$ cat src/dch_arb_pkg.sv
// Shared constants for the D-channel access arbiter and its local controller end
package dch_arb_pkg;

  // D-channel bit slot timing (16 kbit/s) at the 200 MHz system clock
  localparam int BIT_TIME_NS = 62500;
  localparam int CLK_PERIOD_NS = 5;
  localparam int BIT_CYCLES = BIT_TIME_NS / CLK_PERIOD_NS;

  // Stop/go encoding and its place in the last octet of channel 2
  localparam logic SG_STOP = 1'b1;
  localparam logic SG_GO = 1'b0;
  localparam int SG_BIT_POS = 5;

  // Consecutive-ones thresholds at the normal level; the lowered level adds one
  localparam logic [3:0] THR_CLASS_LOW = 4'h8;
  localparam logic [3:0] THR_CLASS_HIGH = 4'ha;
  localparam logic [3:0] THR_LOWER_STEP = 4'h1;
  localparam logic [3:0] ONES_MAX = 4'hf;

  // D-channel interface mode: collision detection / stop-go evaluation is 0x1 or 0x3 (bit 1 is masked off)
  localparam logic [2:0] DIM_ENABLE_MASK = 3'h5;
  localparam logic [2:0] DIM_ENABLE_VAL = 3'h1;

  // Transceiver mode select: both upper bits set picks intelligent NT
  localparam logic [1:0] MODE_INT_NT_HI = 2'h3;
  localparam logic [2:0] MODE_LT_T = 3'h1;

  // Bus-accessed flag: zero means a local controller holds the D channel
  localparam logic BAC_TAKEN = 1'b0;
  localparam logic BAC_FREE = 1'b1;

  // Controller register map (word offsets in bytes)
  localparam logic [3:0] REG_ACT_CTRL = 4'h0;
  localparam logic [3:0] REG_TX_DATA = 4'h4;
  localparam logic [3:0] REG_TX_CMD = 4'h8;
  localparam logic [3:0] REG_STATUS = 4'hc;

  // Field positions
  localparam int ACT_CLASS_HIGH_POS = 0;
  localparam int ACT_ENABLE_POS = 1;
  localparam int TX_START_POS = 0;
  localparam int TX_LEN_LSB = 8;
  localparam int TX_LEN_W = 5;
  localparam int ST_BUSY_POS = 0;
  localparam int ST_DONE_POS = 1;
  localparam int ST_ABORT_POS = 2;
  localparam int ST_STOPGO_POS = 3;
  localparam int ST_ACTIND_POS = 4;

  // Reset values
  localparam logic [31:0] ACT_CTRL_RST = 32'h0;
  localparam logic [15:0] TX_DATA_RST = 16'hffff;

endpackage : dch_arb_pkg

$ cat src/dch_link_if.sv
// Local serial-bus link between the arbiter and a layer-2 controller
`timescale 1ns/100ps
`default_nettype none
interface dch_link_if;
  logic dbit_stb;
  logic stop_go;
  logic activate_indication;
  logic up_dbit;
  logic bus_accessed_flag;
  logic activate_request_class_low;
  logic activate_request_class_high;

  modport device (
    output dbit_stb,
    output stop_go,
    output activate_indication,
    input up_dbit,
    input bus_accessed_flag,
    input activate_request_class_low,
    input activate_request_class_high
  );

  modport ctrl (
    input dbit_stb,
    input stop_go,
    input activate_indication,
    output up_dbit,
    output bus_accessed_flag,
    output activate_request_class_low,
    output activate_request_class_high
  );
endinterface : dch_link_if
`default_nettype wire

$ cat src/dchannel_priority_access_arbiter.sv
// D-channel priority and collision arbiter of the S/T transceiver (device end)
// Behaviour
// - Present stop/go to local layer-2 devices.
// - Stop/go one stops, zero lets go.
// - Signalling uses class 1, else class 2.
// - Send continuous ones when not transmitting.
// - Channel idle only after seven-plus ones.
// - Thresholds 8/10 normal, 9/11 lowered.
// - Count echo ones; zero restarts; start at threshold.
// - Lower level after success; restore later.
// - On collision stop, monitor, send ones.
// - Compare echo with sent D when enabled.
// - Activation command selects class 8 or 10.
// - Controller answers indication with class request.
// - Trunk non-terminal frames: stop/go pin only.
// - Intelligent NT needs 12-slot frame, arbitration.
// - Stop/go for locals, inverted echo for terminals.
// - Count local ones; grant on request, invert echo.
// - Local threshold chosen by priority select.
// - Block bit zero halts all sources.
// - Upper mode bits select intelligent NT.
// - Software enables stop/go evaluation mode field.
// - Threshold 8/10 after abort, 9/11 after success.
// - Hold stop after local send until threshold.
//
// Our own choices: the address map and register access over Wishbone.
`timescale 1ns/100ps
`default_nettype none
module dchannel_priority_access_arbiter #(
  parameter int BIT_DIV = dch_arb_pkg::BIT_CYCLES
) (
  input wire logic CLK_SYS,
  input wire logic RSTN,
  dch_link_if.device LINK,
  input wire logic [2:0] TRANSCEIVER_MODE_SELECT,
  input wire logic [2:0] DCHAN_INTERFACE_MODE,
  input wire logic LOCAL_DCHAN_PRIORITY_SEL,
  input wire logic TE_FRAME_FORMAT,
  input wire logic ARB_BUS_ENABLE,
  input wire logic LINE_ACTIVATED,
  input wire logic EXCH_BLOCK,
  input wire logic S_ECHO_IN,
  input wire logic S_D_IN,
  output logic S_D_OUT,
  output logic S_ECHO_OUT,
  output logic EXCH_D_OUT,
  output logic STOP_GO_OUTPUT_PIN,
  output logic COLLISION,
  output logic PRIO_LOWERED,
  output logic CLASS_HIGH
);

  typedef enum logic [2:0] {
    ST_WAIT = 3'b001,
    ST_GO = 3'b010,
    ST_TX = 3'b100
  } arb_state_t;

  arb_state_t state;
  arb_state_t next_state;
  logic [$clog2(BIT_DIV)-1:0] div_cnt;
  logic stb;
  logic [3:0] ones;
  logic lowered;
  logic class_high;
  logic stop_go;
  logic int_nt;
  logic trunk_no_frame;
  logic coll_en;
  logic count_bit;
  logic prio_high;
  logic [3:0] thr;
  logic collide;
  logic tx_end_ok;
  logic tx_abort;
  logic sent_d;

  function automatic logic [3:0] ones_threshold(input logic high, input logic low_level);
    logic [3:0] base;
    base = high ? dch_arb_pkg::THR_CLASS_HIGH : dch_arb_pkg::THR_CLASS_LOW;
    ones_threshold = base + (low_level ? dch_arb_pkg::THR_LOWER_STEP : 4'h0);
  endfunction : ones_threshold

  // Five bits wide so that a saturated run still counts as reached instead of wrapping to zero
  function automatic logic ones_reached(input logic [3:0] run, input logic [3:0] limit);
    ones_reached = ({1'b0, run} + 5'h01) >= {1'b0, limit};
  endfunction : ones_reached

  // Bit slot strobe; the arbiter is the timing source of the local bus
  always_ff @(posedge CLK_SYS or negedge RSTN) begin
    if (!RSTN) begin
      div_cnt <= '0;
    end else if (div_cnt == ($clog2(BIT_DIV))'(BIT_DIV - 1)) begin
      div_cnt <= '0;
    end else begin
      div_cnt <= div_cnt + 1'b1;
    end
  end
  assign stb = (div_cnt == ($clog2(BIT_DIV))'(BIT_DIV - 1));

  // Intelligent NT needs both upper mode bits, the 12-slot frame and the arbitration bus
  assign int_nt = (TRANSCEIVER_MODE_SELECT[2:1] == dch_arb_pkg::MODE_INT_NT_HI) &&
                  TE_FRAME_FORMAT && ARB_BUS_ENABLE;
  assign trunk_no_frame = (TRANSCEIVER_MODE_SELECT == dch_arb_pkg::MODE_LT_T) && !TE_FRAME_FORMAT;
  assign coll_en = (DCHAN_INTERFACE_MODE & dch_arb_pkg::DIM_ENABLE_MASK) ==
                   dch_arb_pkg::DIM_ENABLE_VAL;

  // In intelligent NT the local ones are counted; otherwise the S-bus echo
  assign count_bit = int_nt ? LINK.up_dbit : S_ECHO_IN;
  assign prio_high = int_nt ? LOCAL_DCHAN_PRIORITY_SEL : class_high;
  assign thr = ones_threshold(prio_high, lowered);

  // Collision: the echo differs from the D bit that was put on the line
  assign collide = !int_nt && coll_en && (state == ST_TX) && (S_ECHO_IN != sent_d);
  assign tx_end_ok = (state == ST_TX) && (LINK.bus_accessed_flag == dch_arb_pkg::BAC_FREE);
  assign tx_abort = (state == ST_TX) && (collide || (int_nt && !EXCH_BLOCK));

  // Activation class: each request latches its class, the controller may switch at will
  always_ff @(posedge CLK_SYS or negedge RSTN) begin
    if (!RSTN) begin
      class_high <= 1'b0;
    end else if (LINK.activate_request_class_high) begin
      class_high <= 1'b1;
    end else if (LINK.activate_request_class_low) begin
      class_high <= 1'b0;
    end
  end

  // Consecutive-ones counter, saturating well above the largest threshold
  always_ff @(posedge CLK_SYS or negedge RSTN) begin
    if (!RSTN) begin
      ones <= '0;
    end else if (stb) begin
      if (!count_bit || state == ST_TX) begin
        ones <= '0;
      end else if (ones != dch_arb_pkg::ONES_MAX) begin
        ones <= ones + 1'b1;
      end
    end
  end

  always_comb begin
    next_state = state;
    case (state)
      ST_WAIT: begin
        // Only a run of at least eight ones can be idle channel, never flag data
        if (count_bit && ones_reached(ones, thr) && EXCH_BLOCK) begin
          next_state = ST_GO;
        end
      end
      ST_GO: begin
        if (!EXCH_BLOCK) begin
          next_state = ST_WAIT;
        end else if (LINK.bus_accessed_flag == dch_arb_pkg::BAC_TAKEN) begin
          next_state = ST_TX;
        end else if (!count_bit) begin
          next_state = ST_WAIT;
        end
      end
      ST_TX: begin
        if (tx_abort || tx_end_ok) begin
          next_state = ST_WAIT;
        end
      end
      default: begin
        next_state = ST_WAIT;
      end
    endcase
  end

  always_ff @(posedge CLK_SYS or negedge RSTN) begin
    if (!RSTN) begin
      state <= ST_WAIT;
    end else if (stb) begin
      state <= next_state;
    end
  end

  // Priority level: lowered after success, normal after abort or a full idle run
  always_ff @(posedge CLK_SYS or negedge RSTN) begin
    if (!RSTN) begin
      lowered <= 1'b0;
    end else if (stb) begin
      if (tx_end_ok && !tx_abort) begin
        lowered <= 1'b1;
      end else if (tx_abort) begin
        lowered <= 1'b0;
      end else if (state != ST_TX && lowered && count_bit && ones_reached(ones, thr)) begin
        lowered <= 1'b0;
      end
    end
  end

  // Stop/go: go only while the channel is free or held by the local sender
  always_comb begin
    stop_go = (state == ST_WAIT) ? dch_arb_pkg::SG_STOP : dch_arb_pkg::SG_GO;
    if (int_nt && !EXCH_BLOCK) begin
      stop_go = dch_arb_pkg::SG_STOP;
    end
  end

  // Line drivers, updated once per bit slot
  always_ff @(posedge CLK_SYS or negedge RSTN) begin
    if (!RSTN) begin
      sent_d <= 1'b1;
      S_D_OUT <= 1'b1;
      S_ECHO_OUT <= 1'b1;
      EXCH_D_OUT <= 1'b1;
    end else if (stb) begin
      if (!int_nt && next_state == ST_TX && !collide) begin
        sent_d <= LINK.up_dbit;
        S_D_OUT <= LINK.up_dbit;
      end else begin
        // Idle or after a collision the terminal side drives ones
        sent_d <= 1'b1;
        S_D_OUT <= 1'b1;
      end
      if (int_nt && (next_state == ST_TX || !EXCH_BLOCK)) begin
        S_ECHO_OUT <= !S_D_IN;
        EXCH_D_OUT <= (next_state == ST_TX) ? LINK.up_dbit : 1'b1;
      end else begin
        S_ECHO_OUT <= S_D_IN;
        EXCH_D_OUT <= S_D_IN;
      end
    end
  end

  // Collision report, one cycle per detected clash
  always_ff @(posedge CLK_SYS or negedge RSTN) begin
    if (!RSTN) begin
      COLLISION <= 1'b0;
    end else begin
      COLLISION <= stb && collide;
    end
  end

  // Serial-frame copy of stop/go; absent (idle ones) for trunk mode without terminal frames
  always_ff @(posedge CLK_SYS or negedge RSTN) begin
    if (!RSTN) begin
      LINK.stop_go <= dch_arb_pkg::SG_STOP;
      STOP_GO_OUTPUT_PIN <= dch_arb_pkg::SG_STOP;
      LINK.activate_indication <= 1'b0;
    end else begin
      LINK.stop_go <= trunk_no_frame ? 1'b1 : stop_go;
      STOP_GO_OUTPUT_PIN <= stop_go;
      LINK.activate_indication <= LINE_ACTIVATED;
    end
  end

  // The strobe is a handshake-type timing output and leaves combinationally
  assign LINK.dbit_stb = stb;
  assign PRIO_LOWERED = lowered;
  assign CLASS_HIGH = class_high;

endmodule : dchannel_priority_access_arbiter
`default_nettype wire

$ cat src/flat_wrapper.sv
// flat-port wrapper written by rule: the top's interface ports become plain ports
module dchannel_priority_access_arbiter_flat 
#(
  parameter int BIT_DIV = dch_arb_pkg::BIT_CYCLES
)
  (CLK_SYS, RSTN, TRANSCEIVER_MODE_SELECT, DCHAN_INTERFACE_MODE, LOCAL_DCHAN_PRIORITY_SEL, TE_FRAME_FORMAT, ARB_BUS_ENABLE, LINE_ACTIVATED, EXCH_BLOCK, S_ECHO_IN, S_D_IN, S_D_OUT, S_ECHO_OUT, EXCH_D_OUT, STOP_GO_OUTPUT_PIN, COLLISION, PRIO_LOWERED, CLASS_HIGH, LINK_dbit_stb, LINK_stop_go, LINK_activate_indication, LINK_up_dbit, LINK_bus_accessed_flag, LINK_activate_request_class_low, LINK_activate_request_class_high);
  dch_link_if LINK_i ();
  input wire logic CLK_SYS;
  input wire logic RSTN;
  input wire logic [2:0] TRANSCEIVER_MODE_SELECT;
  input wire logic [2:0] DCHAN_INTERFACE_MODE;
  input wire logic LOCAL_DCHAN_PRIORITY_SEL;
  input wire logic TE_FRAME_FORMAT;
  input wire logic ARB_BUS_ENABLE;
  input wire logic LINE_ACTIVATED;
  input wire logic EXCH_BLOCK;
  input wire logic S_ECHO_IN;
  input wire logic S_D_IN;
  output logic S_D_OUT;
  output logic S_ECHO_OUT;
  output logic EXCH_D_OUT;
  output logic STOP_GO_OUTPUT_PIN;
  output logic COLLISION;
  output logic PRIO_LOWERED;
  output logic CLASS_HIGH;
  output wire logic [$bits(LINK_i.dbit_stb)-1:0] LINK_dbit_stb;
  output wire logic [$bits(LINK_i.stop_go)-1:0] LINK_stop_go;
  output wire logic [$bits(LINK_i.activate_indication)-1:0] LINK_activate_indication;
  input wire logic [$bits(LINK_i.up_dbit)-1:0] LINK_up_dbit;
  input wire logic [$bits(LINK_i.bus_accessed_flag)-1:0] LINK_bus_accessed_flag;
  input wire logic [$bits(LINK_i.activate_request_class_low)-1:0] LINK_activate_request_class_low;
  input wire logic [$bits(LINK_i.activate_request_class_high)-1:0] LINK_activate_request_class_high;
  assign LINK_dbit_stb = LINK_i.dbit_stb;
  assign LINK_stop_go = LINK_i.stop_go;
  assign LINK_activate_indication = LINK_i.activate_indication;
  assign LINK_i.up_dbit = LINK_up_dbit;
  assign LINK_i.bus_accessed_flag = LINK_bus_accessed_flag;
  assign LINK_i.activate_request_class_low = LINK_activate_request_class_low;
  assign LINK_i.activate_request_class_high = LINK_activate_request_class_high;
  dchannel_priority_access_arbiter #(.BIT_DIV(BIT_DIV)) u_core (.CLK_SYS(CLK_SYS), .RSTN(RSTN), .LINK(LINK_i), .TRANSCEIVER_MODE_SELECT(TRANSCEIVER_MODE_SELECT), .DCHAN_INTERFACE_MODE(DCHAN_INTERFACE_MODE), .LOCAL_DCHAN_PRIORITY_SEL(LOCAL_DCHAN_PRIORITY_SEL), .TE_FRAME_FORMAT(TE_FRAME_FORMAT), .ARB_BUS_ENABLE(ARB_BUS_ENABLE), .LINE_ACTIVATED(LINE_ACTIVATED), .EXCH_BLOCK(EXCH_BLOCK), .S_ECHO_IN(S_ECHO_IN), .S_D_IN(S_D_IN), .S_D_OUT(S_D_OUT), .S_ECHO_OUT(S_ECHO_OUT), .EXCH_D_OUT(EXCH_D_OUT), .STOP_GO_OUTPUT_PIN(STOP_GO_OUTPUT_PIN), .COLLISION(COLLISION), .PRIO_LOWERED(PRIO_LOWERED), .CLASS_HIGH(CLASS_HIGH));
endmodule
$ cat config.mk
export PLATFORM = sky130hd
export DESIGN_NAME = dchannel_priority_access_arbiter_flat
export DESIGN_NICKNAME = d
export VERILOG_FILES = /design/src/dch_arb_pkg.sv /design/src/dch_link_if.sv /design/src/dchannel_priority_access_arbiter.sv /design/src/flat_wrapper.sv
export SDC_FILE = /design/constraint.sdc
export NUM_CORES = 1
export LEC_CHECK = 0
export ABC_CLOCK_PERIOD_IN_PS = 2100
export BUFFER_PORTS_ARGS = -buffer_cell sky130_fd_sc_hd__buf_2
export CAP_MARGIN = 10
export CORE_ASPECT_RATIO = 0.8
export CORE_MARGIN = 1.5
export CORE_UTILIZATION = 55
export CTS_CLUSTER_DIAMETER = 150
export DETAILED_ROUTE_END_ITERATION = 8
export PLACE_DENSITY_LB_ADDON = 0.3
export SLEW_MARGIN = 25
export SYNTH_ARGS = -nofsm -noshare
export SYNTH_HDL_FRONTEND = slang
export SYNTH_SLANG_ARGS = --single-unit
$ cat constraint.sdc
create_clock -name CLK_SYS -period 2.1 [get_ports CLK_SYS]
set_input_delay 0.315 -clock CLK_SYS [delete_from_list [all_inputs] [get_ports CLK_SYS]]
set_output_delay 0.315 -clock CLK_SYS [all_outputs]
set_load 0.005 [all_outputs]
## Yosys cells after proc, flatten, opt, wreduce, memory -nomap -nowiden

Cells that the tools add are included.

- Flip-flop bits (word level): 30

- Equal/unequal tests: 11
- $lt $le $gt $ge: 1
- Multiplexer cells: 25
- $add $sub $neg: 4
- Reductions and logical operators: 35

Operators with widths:

| cell | number |
|---|---|
| 1-bit logical AND | 19 |
| 1-bit 2-to-1 mux | 15 |
| 3-bit 2-to-1 mux | 5 |
| 14-bit by 1-bit adder with 14-bit output, second input constant | 1 |
| 14-bit equality test, second input constant | 1 |
| 14-bit 2-to-1 mux | 1 |
| 3-bit one-hot mux with 3 select lines | 1 |
| 4-bit 2-to-1 mux | 2 |
| 1-bit logical NOT | 7 |
| 3-bit by 1-bit equality test with 1-bit output, second input constant | 2 |
| 3-bit equality test, second input constant | 2 |
| 4-bit by 1-bit adder with 5-bit output, second input constant | 1 |
| 5-bit by 4-bit greater-or-equal comparator with 1-bit output | 1 |
| 4-bit by 1-bit adder with 4-bit output, second input constant | 1 |
| 4-bit adder | 1 |
| 1-bit logical OR | 4 |
| 4-bit != test, second input constant | 1 |
| 2-bit AND reduction | 2 |
| 2-bit nonzero test | 2 |
| 3-bit by 2-bit equality test with 1-bit output, second input constant | 1 |
| 3-bit != test, second input constant | 1 |
| 3-bit nonzero test | 1 |
| 2-bit by 1-bit equality test with 1-bit output, second input constant | 1 |
| 2-bit equality test, second input constant | 1 |
| 2 further kinds | 2 |

## Depth between registers and ports, before layout

- Depth in word-level cells: 16
- Gate-level depth with buffers: 8

## Least setup slack after synthesis

No wires, ideal clock.

- Kind: input port to flip-flop
- From: in ARB_BUS_ENABLE
- To: reg u_core.state[0]
- Data arrival time: 1787 ps
- Setup slack: 245 ps
- Cell stages on the path: 8
- Setup time: 68 ps
- Buffers on the path: 1
- Path through: and4_4 > buf_6 > mux2i_1 > ha_1 > a211oi_4 > nor3_1 > a211o_1 > a21oi_2

- Cells in the longest elaborated chain, start to end: 10
- Elaborated cells between the ends (all ways): 22
- Those cells by class: 1 x add/sub; 1 x order compare; 9 x mux; 11 x reduce/logical

Ends and longest elaborated chain:

| what | RTL line | text |
|---|---|---|
| start, declared | flat_wrapper.sv:14 | `input wire logic ARB_BUS_ENABLE;` |
| 1-bit logical AND (*) | dchannel_priority_access_arbiter.sv:103 | `TE_FRAME_FORMAT && ARB_BUS_ENABLE;` |
| parallel branches: the longest is 8 deep, another holds 5-bit by 4-bit greater-or-equal comparator with 1-bit output | n/a |  |
| 3-bit one-hot mux with 3 select lines (*) | dchannel_priority_access_arbiter.sv:144 | `case (state)` |
| end signal, assigned | dchannel_priority_access_arbiter.sv:175 | `state <= next_state;` |
| end, declared | dchannel_priority_access_arbiter.sv:59 | `arb_state_t state;` |

Every way passes the cells marked *.
A chain may end at the register's enable or synchronous reset.

## Final worst setup path

- From: reg u_core.div_cnt[0]
- To: out LINK_dbit_stb

- Cells in the longest elaborated chain, start to end: 1

Ends and longest elaborated chain:

| what | RTL line | text |
|---|---|---|
| start, declared | dchannel_priority_access_arbiter.sv:61 | `logic [$clog2(BIT_DIV)-1:0] div_cnt;` |
| start signal, assigned | dchannel_priority_access_arbiter.sv:96 | `div_cnt <= div_cnt + 1'b1;` |
| 14-bit equality test | dchannel_priority_access_arbiter.sv:99 | `assign stb = (div_cnt == ($clog2(BIT_DIV))'(BIT_DIV - 1));` |
| end, declared | flat_wrapper.sv:26 | `output wire logic [$bits(LINK_i.dbit_stb)-1:0] LINK_dbit_stb;` |

Every way passes these cells.

==> reports/metrics.yaml <==
status: "completed"
fin_crit_sh_pct: 93.8
dr.pass1.iters: 5
cts_buffer_depth: 2
synth.net_count: 183
drive_gt1_share_pct: 25.8
syn_inst: 160
pwr-share-seq_pct: 48.4
critPathCaptureType: "output pin"
io_pins: 29
comb_power_share_pct: 5.3
setup_tns_ps: 0
avgSynthCellArea_um2: 10.3
postLayoutCoreUtil_pct: 69.1
ys_seq_area_share_pct: 45.8
synth-edff-count: 0
setup_violations: 0
cts.sinks: 30
syn-cell-area_um2: 1650
antennaDiodeCount: 0
num_vias: 1338
htree_levels: 2
place_hpwl_mm: 2.37
power_density_nw_per_um2: 622
insertion_delay_ps: 280
critPathKind: "flip-flop to output pin"
drcViolationCount: 0
clkSlewWorstSetupHoldPaths_ps: 60
path_max_fanout: 11
cp_data_arrival_time_ps: 1660
post_cts_buffers: 0
clkPwrFrac_pct: 46.3
worst-slew-pin-transition_ps: 639
cts_tree: "done"
switching_power_mw: 0.242
cts_buffers: 5
num_rows: 17
rsz0062_at_grt: "false"
port_buffers: 27
drt-initial-drc-count: 86
wl_per_cell_um: 14.2
crit_required_ps: 1780
critPathLaunchType: "flip-flop"
synth_ff_type: "dfrtp_1"
grt_max_degree: 31
total_leakage_power_nw: 0.851
grt_use_total_pct: 21.9
layout_commonest_cell: "buf_2"
core_area_um2: 2810
place_congestion: 0.903
viasPerCell: 5.77
multiInputGateArea_um2: 851
dieArea_um2: 3350
yosys_warnings: 0
total_power_mw: 1.21
final_cell_mix: "buf_2 (27), dfrtp_1 (24), nor2_1 (16)"
relSlewSlack_pct: 57.4
switching_share_pct: 20.1
wirelength_mm: 3.30
ant_nets: 0
max-cap-violations: 0
clock-skew-final_ps: 4.09
yosysUniqueCellTypes: 45
die_h_um: 52.1
grt.overflow.total: 0
num-fill-cells: 237
grt_pass1_vias: 1239
fmax_mhz: 507
synth_seq_cells: 30
p_int_mw: 0.965
syn_to_final_growth_pct: 17.2
ir_drop_v: 0.000388
register_area_um2: 758
antenna_found_initial: 0
finalHoldViolCount: 0
cts_root_buffer: "clkbuf_8"
ys_async_sr_fraction_pct: 100
design_area_um2: 1940
grt_pass1_wl_mm: 5.36
layout.nets: 216
period_needed_ps: 1970
holdWs_ps: 50.8
initial_utilization_pct: 58.9
placed_area_um2: 1830
die_w_um: 64.3
drv_slew: 0
hold_class: "input port to asynchronous set/reset pin"
==> registers in the layout, indices dropped and copies added, names as in the netlist <==
| register | flops |
|---|---|
| u_core.div_cnt | 14 |
| u_core.ones | 4 |
| u_core.state | 3 |
| u_core.CLASS_HIGH | 1 |
| u_core.COLLISION | 1 |
| u_core.EXCH_D_OUT | 1 |
| u_core.LINK.activate_indication | 1 |
| u_core.LINK.stop_go | 1 |
| u_core.PRIO_LOWERED | 1 |
| u_core.STOP_GO_OUTPUT_PIN | 1 |
| u_core.S_D_OUT | 1 |
| u_core.S_ECHO_OUT | 1 |
==> synthesized netlist by cell type (2+ instances only) <==
cell	number	area, µm²
dfrtp_1	24	601
nor2_1	16	60.1
xnor2_1	11	96.3
nand2_1	10	37.5
nand3_1	10	50.1
a21oi_1	8	40.0
dfstp_2	6	158
o21ai_1	6	30.0
inv_1	5	18.8
and3_1	4	25.0
ha_1	4	50.1
nand4_1	4	25.0
nor2b_1	4	25.0
nor3_1	4	20.0
o31ai_1	4	30.0
xor2_1	4	35.0
and4_1	3	26.3
a31oi_1	2	12.5
buf_2	2	10.0
mux2i_1	2	20.0
nand2b_1	2	12.5
nor4b_1	2	17.5
==> stage by stage <==
stage / worst slack [ps] / std cells
after floorplan: 245 / 160
after global placement: 120 / 224
after detailed placement: 77.1 / 224
after CTS: 76.9 / 232
after global routing: 50.6 / 232
final: 129 / 232
==> worst max-delay path: stages (launching register included) <==
cell      delay (ps)
dfrtp_1          400
ha_2             260
and4bb_1         190
and4_1           220
buf_4            180
buf_2            120
==> power groups by stage <==
stage	Sequential, mW	Combinational, mW	Clock (mW)
global route	0.584	0.0714	0.596
CTS	0.584	0.0648	0.574
global placement	0.594	0.0633	0
finish	0.584	0.0643	0.559
detailed placement	0.594	0.0647	0
floorplan	0.595	0.0256	0
==> per-layer routing <==
layer,wire length [µm],GRT usage [%]
met5,0,0
met4,41,8.16
met3,242,9.52
met2,1540,36.1
met1,1470,25.5
==> cell families (layout without fill, tap and decap cells) <==
logic type               after synthesis  after routing  synth area share (%)
AND/OR/NAND/NOR                       69             69                  24.3
flip-flops                            30             30                  45.8
AO/OA/AOI/OAI                         29             29                  12.6
XOR/XNOR                              15             15                  7.94
buffers and inverters                  9             43                  2.87
adder cells (fa/ha/maj)                4              4                  3.03
multiplexers                           4              4                  3.48
==> worst paths after layout <==
check | slack (ps) | cells past startpoint | end | start
hold / removal | 50 | 1 | u_core.LINK.activate_indication | RSTN
setup reg to reg | 200 | 6 | u_core.state[0] | u_core.ones[1]
hold reg to reg | 500 | 1 | u_core.div_cnt[9] | u_core.div_cnt[9]
min in group CLK_SYS | 140 | 1 | u_core.LINK.activate_indication | LINE_ACTIVATED
max in group asynchronous | 1630 | 1 | u_core.div_cnt[5] | RSTN
setup / recovery | 130 | 5 | LINK_dbit_stb | u_core.div_cnt[0]
==> layout make-up <==
cell class	count	area share (%)
clock buffers	7	3.94
flip-flops and latches	30	39.1
repair buffers	30	8.13
clock inverters	1	1.55
multi-input cells	121	43.9
inverters	5	0.968
well taps	38	2.45
==> what timing repair did <==
action                     in CTS  in global routing
setup endpoints to repair       0                  1
gates resized for setup         0                  1
hold endpoints to repair        0                  0
hold buffers                    0                  0
Note: power is estimated with default switching activity, not from simulation.
